==> src/hdl/sar_seq_defs.svh <==
`ifndef SAR_SEQ_DEFS_SVH
`define SAR_SEQ_DEFS_SVH

// Register indices on the plain register port
`define REG_STATUS_CONTROL  2'h0
`define REG_RESULT_HIGH     2'h1
`define REG_RESULT_LOW      2'h2
`define REG_CLOCK_CONFIG    2'h3

// Status-and-control fields
`define SC_CHANNEL_MSB      4
`define SC_CHANNEL_LSB      0
`define SC_CONTINUOUS       5
`define SC_DONE             7
`define CHANNEL_OFF         5'h1f

// Clock configuration fields
`define CC_INPUT_SELECT     0
`define CC_ASYNC_ENABLE     1
`define CC_DIV_LSB          2
`define CC_DIV_MSB          3
`define CC_LONG_SAMPLE      4
`define CC_MODE_10BIT       5

// Reset values
`define SC_RESET            8'h1f
`define CC_RESET            8'h00
`define RESULT_RESET        8'h00

// Converter clock budgets, in converter clock ticks; the bus sync count in bus clock cycles
`define SHORT_SAMPLE_TICKS  6'h04
`define LONG_EXTRA_TICKS    6'h14
`define FIRST_EXTRA_TICKS   6'h02
`define BASE_TICKS_8        6'h10
`define BASE_TICKS_10       6'h13
`define TRIALS_8            6'h09
`define TRIALS_10           6'h0b
`define SYNC_BUS_CYCLES     2'h3

// Asynchronous clock start-up time
`define CLK_PERIOD_PS       20000
`define ASYNC_STARTUP_PS    5000000
`define ASYNC_STARTUP_CYCLES (`ASYNC_STARTUP_PS / `CLK_PERIOD_PS)

`endif

==> src/hdl/sar_seq_pkg.sv <==
package sar_seq_pkg;

    // Sequencer states; the converting state is split into phases by a tick count
    typedef enum logic [2:0] {
        st_idle,
        st_warmup,
        st_convert,
        st_sync,
        st_transfer
    } conv_state_e;

endpackage

==> src/hdl/sar_adc_conversion_sequencer.sv <==
`timescale 1ns/1ps
`include "sar_seq_defs.svh"
// What this block does
// - Control write aborts, restarts unless channel off
// - Clock config write aborts conversion
// - Reset aborts and clears both result registers
// - Stop without async clock aborts conversion
// - Non-reset abort keeps last good results
// - Abort without a restart enters low-power state at once
// - 8-bit short: 18 ticks first, 16 later
// - 8-bit long: 38 ticks first, 36 later
// - 10-bit short: 21 ticks first, 19 later
// - 10-bit long: 41 ticks first, 39 later
// - Converter clock from chosen source, then divided
// - Sample window short or long by select
// - Round approximation to 8 or 10 bits
// - Codes monotonic with none missing
// - Async clock keeps converting through stop
// - Source select: bus, alternate or async
// - Divider divides by 1, 2, 4 or 8
// - Result transfer sets conversion done flag
module sar_adc_conversion_sequencer
    import sar_seq_pkg::*;
(
    input  wire logic        clk,
    input  wire logic        rst,
    input  wire logic [1:0]  addr,
    input  wire logic [7:0]  wr_data,
    input  wire logic        wr_en,
    input  wire logic        rd_en,
    output logic      [7:0]  rd_data,
    input  wire logic        stop_mode,
    input  wire logic        alt_clock_pin,
    input  wire logic        async_clock_pin,
    input  wire logic        compare_high,
    output logic             analog_power,
    output logic             sample_enable,
    output logic      [10:0] dac_code,
    output logic             async_clock_run,
    output logic             conversion_done_flag
);

    // Largest divider count for the 1, 2, 4, 8 ratios
    function automatic logic [2:0] div_limit(input logic [1:0] sel);
        div_limit = {sel == 2'h3, sel[1], |sel};
    endfunction

    // Round to nearest and saturate, so the top code spans 1.5 LSB
    function automatic logic [9:0] round_sat(input logic [9:0] upper, input logic half);
        round_sat = (&upper) ? upper : upper + {9'h000, half};
    endfunction

    conv_state_e      state;
    conv_state_e      next_state;
    logic [4:0]       channel_select;
    logic             continuous;
    logic             input_clock_select;
    logic             async_clock_enable;
    logic [1:0]       clock_divider_select;
    logic             long_sample_select;
    logic             mode_10bit;
    logic [7:0]       result_high_reg;
    logic [7:0]       result_low_reg;
    wire  [1:0]       sync2;
    wire  [1:0]       sync3;
    logic             stop_prev;
    logic [2:0]       div_cnt;
    logic [5:0]       tcount;
    logic [8:0]       wcount;
    logic [1:0]       scount;
    logic             first;
    logic [10:0]      approx;
    logic [10:0]      trial_bit;

    // Reset values as constants, so that their fields can be picked apart
    localparam logic [7:0] sc_init = `SC_RESET;
    localparam logic [7:0] cc_init = `CC_RESET;

    // Clock pins pass two flops; a third flop per pin only feeds edge detection.
    // The comparator is a clocked macro on this clock and needs no synchroniser.
    wire [1:0] pins = {async_clock_pin, alt_clock_pin};
    genvar g;
    generate
        for (g = 0; g < 2; g++) begin : gen_sync
            logic s1;
            logic s2;
            logic s3;
            always_ff @(posedge clk) begin
                if (rst) begin
                    s1 <= 1'b0;
                    s2 <= 1'b0;
                    s3 <= 1'b0;
                end else begin
                    s1 <= pins[g];
                    s2 <= s1;
                    s3 <= s2;
                end
            end
            assign sync2[g] = s2;
            assign sync3[g] = s3;
        end
    endgenerate

    // Rising edges of the synchronised source clocks
    wire alt_rise   = sync2[0] & ~sync3[0];
    wire async_rise = sync2[1] & ~sync3[1];

    // Register port decode
    wire sc_write  = wr_en && addr == `REG_STATUS_CONTROL;
    wire cc_write  = wr_en && addr == `REG_CLOCK_CONFIG;
    wire low_read  = rd_en && addr == `REG_RESULT_LOW;
    wire start_req = sc_write
                     && wr_data[`SC_CHANNEL_MSB:`SC_CHANNEL_LSB] != `CHANNEL_OFF;
    wire stop_entry = stop_mode && !stop_prev && !async_clock_enable;
    wire abort     = sc_write || cc_write || stop_entry;

    // Source choice; async wins, then bus when input select is high
    wire source_edge = async_clock_enable ? async_rise
                     : (input_clock_select ? 1'b1 : alt_rise);
    wire conv_tick   = source_edge && div_cnt == div_limit(clock_divider_select);

    // Phase boundaries in converter ticks from the start of a conversion
    wire [5:0] lead_end   = first ? `FIRST_EXTRA_TICKS : 6'h00;
    wire [5:0] sample_len = `SHORT_SAMPLE_TICKS
                          + (long_sample_select ? `LONG_EXTRA_TICKS : 6'h00);
    wire [5:0] sample_end = lead_end + sample_len;
    wire [5:0] trial_end  = sample_end + (mode_10bit ? `TRIALS_10 : `TRIALS_8);
    wire [5:0] budget     = (mode_10bit ? `BASE_TICKS_10 : `BASE_TICKS_8)
                          + (long_sample_select ? `LONG_EXTRA_TICKS : 6'h00)
                          + lead_end;
    wire converting  = state == st_convert;
    wire in_sample   = converting && tcount >= lead_end && tcount < sample_end;
    wire in_trial    = converting && tcount >= sample_end && tcount < trial_end;
    wire trial_entry = converting && conv_tick && tcount == sample_end - 6'h01;
    wire last_tick   = converting && conv_tick && tcount == budget - 6'h01;
    wire transfer    = state == st_transfer && !abort;

    // Rounded results; the last trial bit decides the rounding
    wire [9:0] code10 = round_sat(approx[10:1], approx[0]);
    wire [9:0] round8 = round_sat({2'h3, approx[10:3]}, approx[2]);
    wire [9:0] code8  = {2'h0, round8[7:0]};
    wire [9:0] code   = mode_10bit ? code10 : code8;

    // Next state; any abort leaves the sequence at once
    always_comb begin
        next_state = state;
        if (abort) begin
            if (start_req)
                next_state = async_clock_enable ? st_warmup : st_convert;
            else
                next_state = st_idle;
        end else begin
            case (state)
                st_idle: next_state = st_idle;
                st_warmup: begin
                    if (wcount == 9'(`ASYNC_STARTUP_CYCLES - 1))
                        next_state = st_convert;
                end
                st_convert: begin
                    if (last_tick)
                        next_state = first ? st_sync : st_transfer;
                end
                st_sync: begin
                    if (scount == `SYNC_BUS_CYCLES - 2'h1)
                        next_state = st_transfer;
                end
                st_transfer: next_state = continuous ? st_convert : st_idle;
                default: next_state = st_idle;
            endcase
        end
    end

    // Sequencer state and counters
    always_ff @(posedge clk) begin
        if (rst) begin
            state  <= st_idle;
            tcount <= 6'h00;
            wcount <= 9'h000;
            scount <= 2'h0;
            first  <= 1'b0;
        end else begin
            state  <= next_state;
            wcount <= (state == st_warmup && !abort) ? wcount + 9'h001 : 9'h000;
            scount <= (state == st_sync && !abort) ? scount + 2'h1 : 2'h0;
            if (abort) begin
                tcount <= 6'h00;
                first  <= 1'b1;
            end else if (state == st_transfer) begin
                tcount <= 6'h00;
                first  <= 1'b0;
            end else if (converting && conv_tick && !last_tick) begin
                tcount <= tcount + 6'h01;
            end
        end
    end

    // Divider runs only while converting, so it starts fresh every conversion
    always_ff @(posedge clk) begin
        if (rst || abort || !converting)
            div_cnt <= 3'h0;
        else if (conv_tick)
            div_cnt <= 3'h0;
        else if (source_edge)
            div_cnt <= div_cnt + 3'h1;
    end

    // Successive approximation, one trial per converter tick
    always_ff @(posedge clk) begin
        if (rst) begin
            approx    <= 11'h000;
            trial_bit <= 11'h000;
            dac_code  <= 11'h000;
        end else if (trial_entry) begin
            approx    <= 11'h000;
            trial_bit <= 11'h400;
            dac_code  <= 11'h400;
        end else if (in_trial && conv_tick) begin
            // Keeping a bit only when input sits above it gives monotonic codes
            approx    <= approx | (compare_high ? trial_bit : 11'h000);
            trial_bit <= trial_bit >> 1;
            dac_code  <= (approx | (compare_high ? trial_bit : 11'h000)) | (trial_bit >> 1);
        end
    end

    // Software registers; a reset is the only thing that clears results
    always_ff @(posedge clk) begin
        if (rst) begin
            channel_select       <= sc_init[`SC_CHANNEL_MSB:`SC_CHANNEL_LSB];
            continuous           <= sc_init[`SC_CONTINUOUS];
            input_clock_select   <= cc_init[`CC_INPUT_SELECT];
            async_clock_enable   <= cc_init[`CC_ASYNC_ENABLE];
            clock_divider_select <= cc_init[`CC_DIV_MSB:`CC_DIV_LSB];
            long_sample_select   <= cc_init[`CC_LONG_SAMPLE];
            mode_10bit           <= cc_init[`CC_MODE_10BIT];
            result_high_reg      <= `RESULT_RESET;
            result_low_reg       <= `RESULT_RESET;
            stop_prev            <= 1'b0;
        end else begin
            stop_prev <= stop_mode;
            if (sc_write) begin
                channel_select <= wr_data[`SC_CHANNEL_MSB:`SC_CHANNEL_LSB];
                continuous     <= wr_data[`SC_CONTINUOUS];
            end
            if (cc_write) begin
                input_clock_select   <= wr_data[`CC_INPUT_SELECT];
                async_clock_enable   <= wr_data[`CC_ASYNC_ENABLE];
                clock_divider_select <= wr_data[`CC_DIV_MSB:`CC_DIV_LSB];
                long_sample_select   <= wr_data[`CC_LONG_SAMPLE];
                mode_10bit           <= wr_data[`CC_MODE_10BIT];
            end
            // Only a finished, unaborted conversion reaches the results
            if (transfer) begin
                result_high_reg <= {6'h00, code[9:8]};
                result_low_reg  <= code[7:0];
            end
        end
    end

    // Done flag: a transfer in the same cycle as a clearing read wins
    always_ff @(posedge clk) begin
        if (rst)
            conversion_done_flag <= 1'b0;
        else if (transfer)
            conversion_done_flag <= 1'b1;
        else if (sc_write || low_read)
            conversion_done_flag <= 1'b0;
    end

    // Power and async run follow the next state, sample enable the current phase masked by abort, so an abort without a restart powers down at that edge
    always_ff @(posedge clk) begin
        if (rst) begin
            analog_power    <= 1'b0;
            async_clock_run <= 1'b0;
            sample_enable   <= 1'b0;
        end else begin
            analog_power    <= next_state != st_idle;
            async_clock_run <= next_state != st_idle && async_clock_enable;
            sample_enable   <= in_sample && !abort;
        end
    end

    // Read data stands in the cycle after the strobe only
    wire [7:0] read_mux =
        (addr == `REG_STATUS_CONTROL) ? {conversion_done_flag, 1'b0, continuous, channel_select}
      : (addr == `REG_RESULT_HIGH)    ? result_high_reg
      : (addr == `REG_RESULT_LOW)     ? result_low_reg
      : {2'h0, mode_10bit, long_sample_select, clock_divider_select,
         async_clock_enable, input_clock_select};

    always_ff @(posedge clk) begin
        if (rst)
            rd_data <= 8'h00;
        else
            rd_data <= rd_en ? read_mux : 8'h00;
    end
endmodule

==> config.mk <==
export PLATFORM = sky130hd
export DESIGN_NAME = sar_adc_conversion_sequencer
export DESIGN_NICKNAME = d
export VERILOG_FILES = /design/src/hdl/sar_seq_pkg.sv /design/src/hdl/sar_adc_conversion_sequencer.sv
export VERILOG_INCLUDE_DIRS = /design/src /design/src/hdl
export SDC_FILE = /design/constraint.sdc
export NUM_CORES = 1
export LEC_CHECK = 0
export BUFFER_PORTS_ARGS = -buffer_cell sky130_fd_sc_hd__buf_4
export CORE_AREA = 3 3 98 100
export CTS_BUF_LIST = sky130_fd_sc_hd__clkbuf_8
export CTS_CLUSTER_SIZE = 8
export DETAILED_ROUTE_END_ITERATION = 7
export DIE_AREA = 0 0 101 103
export PLACE_DENSITY = 0.81
export SLEW_MARGIN = 5
export SYNTH_ARGS = -nofsm -noshare
export SYNTH_HDL_FRONTEND = slang
export SYNTH_SLANG_ARGS = --single-unit
export TNS_END_PERCENT = 100
==> constraint.sdc <==
create_clock -name clk -period 3.8 [get_ports clk]
set_input_delay 0.76 -clock clk [delete_from_list [all_inputs] [get_ports clk]]
set_output_delay 0.76 -clock clk [all_outputs]
set_load 0.005 [all_outputs]
Word-level counts from Yosys, hierarchy flattened:

Index checks and enable logic that the tools add are counted.

* flip-flop bits (word level): 98
* bits of input ports: 18

* bitwise gates (word level): 9
* reductions and logical operators: 46
* $lt $le $gt $ge: 4
* equality and inequality tests: 14
* $add $sub $neg: 13
* mux-type cells: 30

Operator list (number)
* $mux W11: 5
* $mux W8: 4
* $logic_and A1 B1 Y1: 21
* $mux W10: 2
* $mux W3: 5
* $eq A6 B6 Y1: 2
* $lt A6 B6 Y1: 2
* $mux W2: 6
* $pmux W3 S4: 1
* $reduce_or A2 Y1: 6
* $sub A6 B1 Y6 const B: 2
* $or A11 B10 Y11: 1
* $or A11 B11 Y11: 1
* $add A10 B1 Y10: 1
* $reduce_and A10 Y1: 1
* $add A9 B1 Y9 const B: 1
* $eq A9 B8 Y1 const B: 1
* $add A8 B2 Y8: 1
* $eq A2 B2 Y1 const B: 4
* $reduce_and A8 Y1: 1
* $add A2 B6 Y6: 1
* $add A3 B6 Y6 const A: 1
* $add A5 B5 Y6: 1
* $add A6 B1 Y6 const B: 1
* other kinds (22): 44

Depth between registers and ports, before layout:

* depth in word-level cells: 12
* gate-level depth with buffers: 12

Worst setup path before layout:

No wires, ideal clock.

* path type: register -> register
* start point: reg mode_10bit
* end point: reg trial_bit[1]
* data required time: 3686 ps
* path buffers: 2
* arrival: 2573 ps
* clock period less this slack: 2687 ps
* path slack: 1113 ps
* cell stages (with the launch flop): 13
* cells stage by stage: dfxtp_1 clkbuf_1 inv_1 ha_1 inv_1 ha_1 a211o_1 o211ai_1 a21oi_1 nor4_4 buf_6 mux2i_1 nor2_1

* word-level cells in the longest chain between the ends: 5

Ends and longest elaborated chain
* start, declared: line sar_adc_conversion_sequencer.sv:61 `logic mode_10bit;`
* start signal, assigned: line sar_adc_conversion_sequencer.sv:234 `` mode_10bit <= cc_init[`CC_MODE_10BIT]; ``
* start signal, assigned: line sar_adc_conversion_sequencer.sv:249 `` mode_10bit <= wr_data[`CC_MODE_10BIT]; ``
* $mux W2 (no source line)
* $add A6 B4 Y6: line sar_adc_conversion_sequencer.sv:127 `` wire [5:0] trial_end = sample_end + (mode_10bit ? `TRIALS_10 : `TRIALS_8); ``
* $lt A6 B6 Y1: line sar_adc_conversion_sequencer.sv:133 `wire in_trial = converting && tcount >= sample_end && tcount < trial_end;`
* $logic_and A1 B1 Y1: line sar_adc_conversion_sequencer.sv:133
* $logic_and A1 B1 Y1: line sar_adc_conversion_sequencer.sv:217 `end else if (in_trial && conv_tick) begin`
* end signal, assigned: line sar_adc_conversion_sequencer.sv:220 `trial_bit <= trial_bit >> 1;`
* end, declared: line sar_adc_conversion_sequencer.sv:73 `logic [10:0] trial_bit;`

Every way passes these cells.
A chain may end at the register's enable or synchronous reset.

Final worst setup path:

* start point: reg first
* end point: reg trial_bit[7]

* word-level cells in the longest chain between the ends: 6
* elaborated cells on any way between the ends: 12

Ends and longest elaborated chain
* start, declared: line sar_adc_conversion_sequencer.sv:71 `logic first;`
* start signal, assigned: line sar_adc_conversion_sequencer.sv:180 `first <= 1'b0;`
* start signal, assigned: line sar_adc_conversion_sequencer.sv:187 `first <= 1'b1;`
* start signal, assigned: line sar_adc_conversion_sequencer.sv:190 `first <= 1'b0;`
* $mux W2 (*): line sar_adc_conversion_sequencer.sv:123 `` wire [5:0] lead_end = first ? `FIRST_EXTRA_TICKS : 6'h00; ``
* $add A2 B6 Y6 (*): line sar_adc_conversion_sequencer.sv:126 `wire [5:0] sample_end = lead_end + sample_len;`
* $add A6 B4 Y6 (tied with other cells): line sar_adc_conversion_sequencer.sv:127
* $lt A6 B6 Y1 (tied with other cells): line sar_adc_conversion_sequencer.sv:133
* $logic_and A1 B1 Y1, on equally long branches: line sar_adc_conversion_sequencer.sv:133, sar_adc_conversion_sequencer.sv:134
* $logic_and A1 B1 Y1 / $reduce_or A2 Y1 (equally long branches)

Every way passes the cells marked *; elsewhere a longest branch is shown, timed or not.

==> results.ini <==
[floorplan]
dieWidth_um=101
fp.dieH_um=103
rows=34
initial_core_util_pct=54.8
dieArea_mm2=0.0104
io_pins=41
core-area_mm2=0.00876

[power_and_ir_drop]
power.leakage_nw=2.01
max-vdd-ir-drop_mv=0.216
powerDensity_mw_per_mm2=344
p_total_mw=1.81

[worst_hold_path]
min_to=scount[0]
whs_path_depth=1
hold_path.class=flip-flop to flip-flop
worstHoldStart=scount[0]

[sta]
worst_pin_slew_ns=0.629
rsz0062_at_grt=false
clock_skew_ns=0.0146
setup_viol=0
hold_violations=0
relSlewSlack_pct=57.7
clock.fmax_mhz=336
period_share_pct=78.3
drv_slew=0
setup-tns-final_ns=0
min_period_ns=2.97

[grt]
grt_pass1_wl_um=17500
grt_max_degree=44
grt_overflow=0
grtUsageTotal_pct=20.7
grt_pass1_vias=3724
antenna_found_initial=0

[worst_setup_path]
cp_max_fo=43
cp.arrival_ns=3.20
worstPathRequired_ns=4.02
path_class=flip-flop to flip-flop
r2r_cells=11
cp-end-kind=flip-flop
reg2reg_slack_ns=0.83
reg2reg_to=trial_bit[7]
startpoint_type=flip-flop
r2r_start=first

[clock_network]
clock_sinks=98
cts_buffers=9
htreeDepth=3
path_clk_slew_ns=0.09
cts_buffer_depth=2
cts_resized=0
post_cts_buffers=0
clk_latency_ns=0.37
hold_buffers=0
cts_root_buf=clkbuf_8
cts_tree=done

[detailed_routing]
drt_iter0_drc=181
avgRoutedWirePerCell_um=15.2
detail-route-antenna-nets=0
vias=3856
routed_wl_um=10200
first_pass_iters=4
drc=0
avgViaCountPerCell=5.76

[place]
place_area_mm2=0.00509
hpwl_um=7460
place_congestion=0.893
place.port_buffers=38

[finish]
drive_above_1_share_pct=13.5
area_delta_synth_final_pct=9.96
fill_cells=763
fin_area_mm2=0.00528
reg_top3=approx: 11 flops, dac_code: 11 flops, trial_bit: 11 flops
diodes=0
fin_nets=600

[synthesis]
ys_seq_area_share_pct=40.9
ys.flop_type=dfxtp_1
syn_area_mm2=0.00480
ys_types=60
synth_nets=579
yosys_warnings=0
ys_seq_elements=98
syn_inst=535
synth_area_per_cell_um2=8.97
async_reset_ff_share_pct=0
synth_edf_count=0

[job]
cap_violations=0

[status]
status=completed

[per-layer routing]
layer | global-route usage, % | wire [um] | up-vias
met5 | 0 | 0 | -
met4 | 7.57 | 173 | 0
met3 | 2.57 | 327 | 13
met2 | 35.3 | 5080 | 68
met1 | 27.0 | 4620 | 1838
li1 | - | - | 1937
[cell type report]
class	instances	area [um2]	area share, %
inverter	16	60.1	1.14
clock inverter	6	47.5	0.901
timing repair buffer	41	308	5.83
multi-input combinational	390	2630	49.8
tap	108	135	2.56
sequential	98	1960	37.2
clock buffer	10	138	2.61
[logic make-up after synthesis]
group | Yosys count | synth area share [%]
AO/OA/AOI/OAI | 97 | 14.5
XOR/XNOR | 30 | 5.47
multiplexers | 29 | 6.67
AND/OR/NAND/NOR | 208 | 21.2
adder cells (fa/ha/maj) | 26 | 6.93
flip-flops | 98 | 40.9
buffers and inverters | 47 | 4.38
[placed cells by master, fill, tap and decap left out, drive strengths merged, types with 2 or more instances in the layout]
cell and n:
a2111oi 3, a211o 2, a211oi 25, a21o 2, a21oi 21, a221oi 2, a22oi 7, a31o 4
a31oi 11, and2 4, and3 6, buf 41, clkbuf 10, clkinvlp 2, dfxtp 98, ha 25
inv 20, mux2 4, mux2i 23, mux4 2, nand2 31, nand2b 10, nand3 30, nand3b 2
nand4 4, nand4b 3, nor2 82, nor2b 10, nor3 10, nor4 4, o211ai 3, o21ai 5
o221ai 3, or2 3, or3 3, or4 2, xnor2 21, xor2 9
[metrics by stage]
step	std cells	hold slack, ns	utilization [%]	worst slack, ns
after floorplan	535	0.399	-	1.11
after global placement	653	0.408	58.1	0.946
after detailed placement	653	0.418	58.1	0.864
after CTS	669	0.432	60.2	0.830
after global routing	669	0.452	60.2	0.577
final	669	0.427	60.2	0.825
[critical path: stages, from the launching register on]
cell,delay [ns]
dfxtp_1,0.46
inv_1,0.17
ha_1,0.35
inv_1,0.05
ha_1,0.27
a211o_1,0.29
o211ai_1,0.10
a21oi_1,0.14
nor4_4,0.21
buf_4,0.46
mux2i_1,0.26
nor2_1,0.06
[where the power goes]
part	total (mW)	switching, mW	internal (mW)	leakage [nW]
combinational	0.119	0.0697	0.0496	1.12
sequential	1.05	0.0105	1.04	0.793
clock	0.645	0.382	0.263	0.0926
total	1.81	0.462	1.35	2.01
[Yosys cell counts (all sizes together), types with 4 or more instances]
cell    instances  area share (%)
a211oi         25             4.1
a21oi          21             2.2
a22oi           7             1.1
a31o            4            0.73
a31oi          11             1.4
and2            4            0.52
and3            6            0.78
buf            12             1.6
clkbuf         19             1.5
dfxtp          98              41
ha             25             6.5
inv            16             1.3
mux2            4            0.94
mux2i          23             4.8
nand2          31             2.5
nand2b         10             1.3
nand3          30             3.1
nand4           4            0.52
nor2           82             6.4
nor2b          10             1.3
nor3           10             1.0
nor4            4            0.83
o21ai           5            0.60
xnor2          21             3.8
xor2            9             1.6
[how the worst max path moves through the flow]
stage                        end  cells after the start  slack, ns                from
floorplan           trial_bit[1]                     12       1.11          mode_10bit
global placement    dac_code[10]                     11       0.95               first
detailed placement  trial_bit[7]                     11       0.86               first
CTS                 trial_bit[7]                     11       0.83          mode_10bit
global route        trial_bit[7]                     10       0.58  long_sample_select
finish              trial_bit[7]                     11       0.83               first
(Power assumes the default switching activity.)
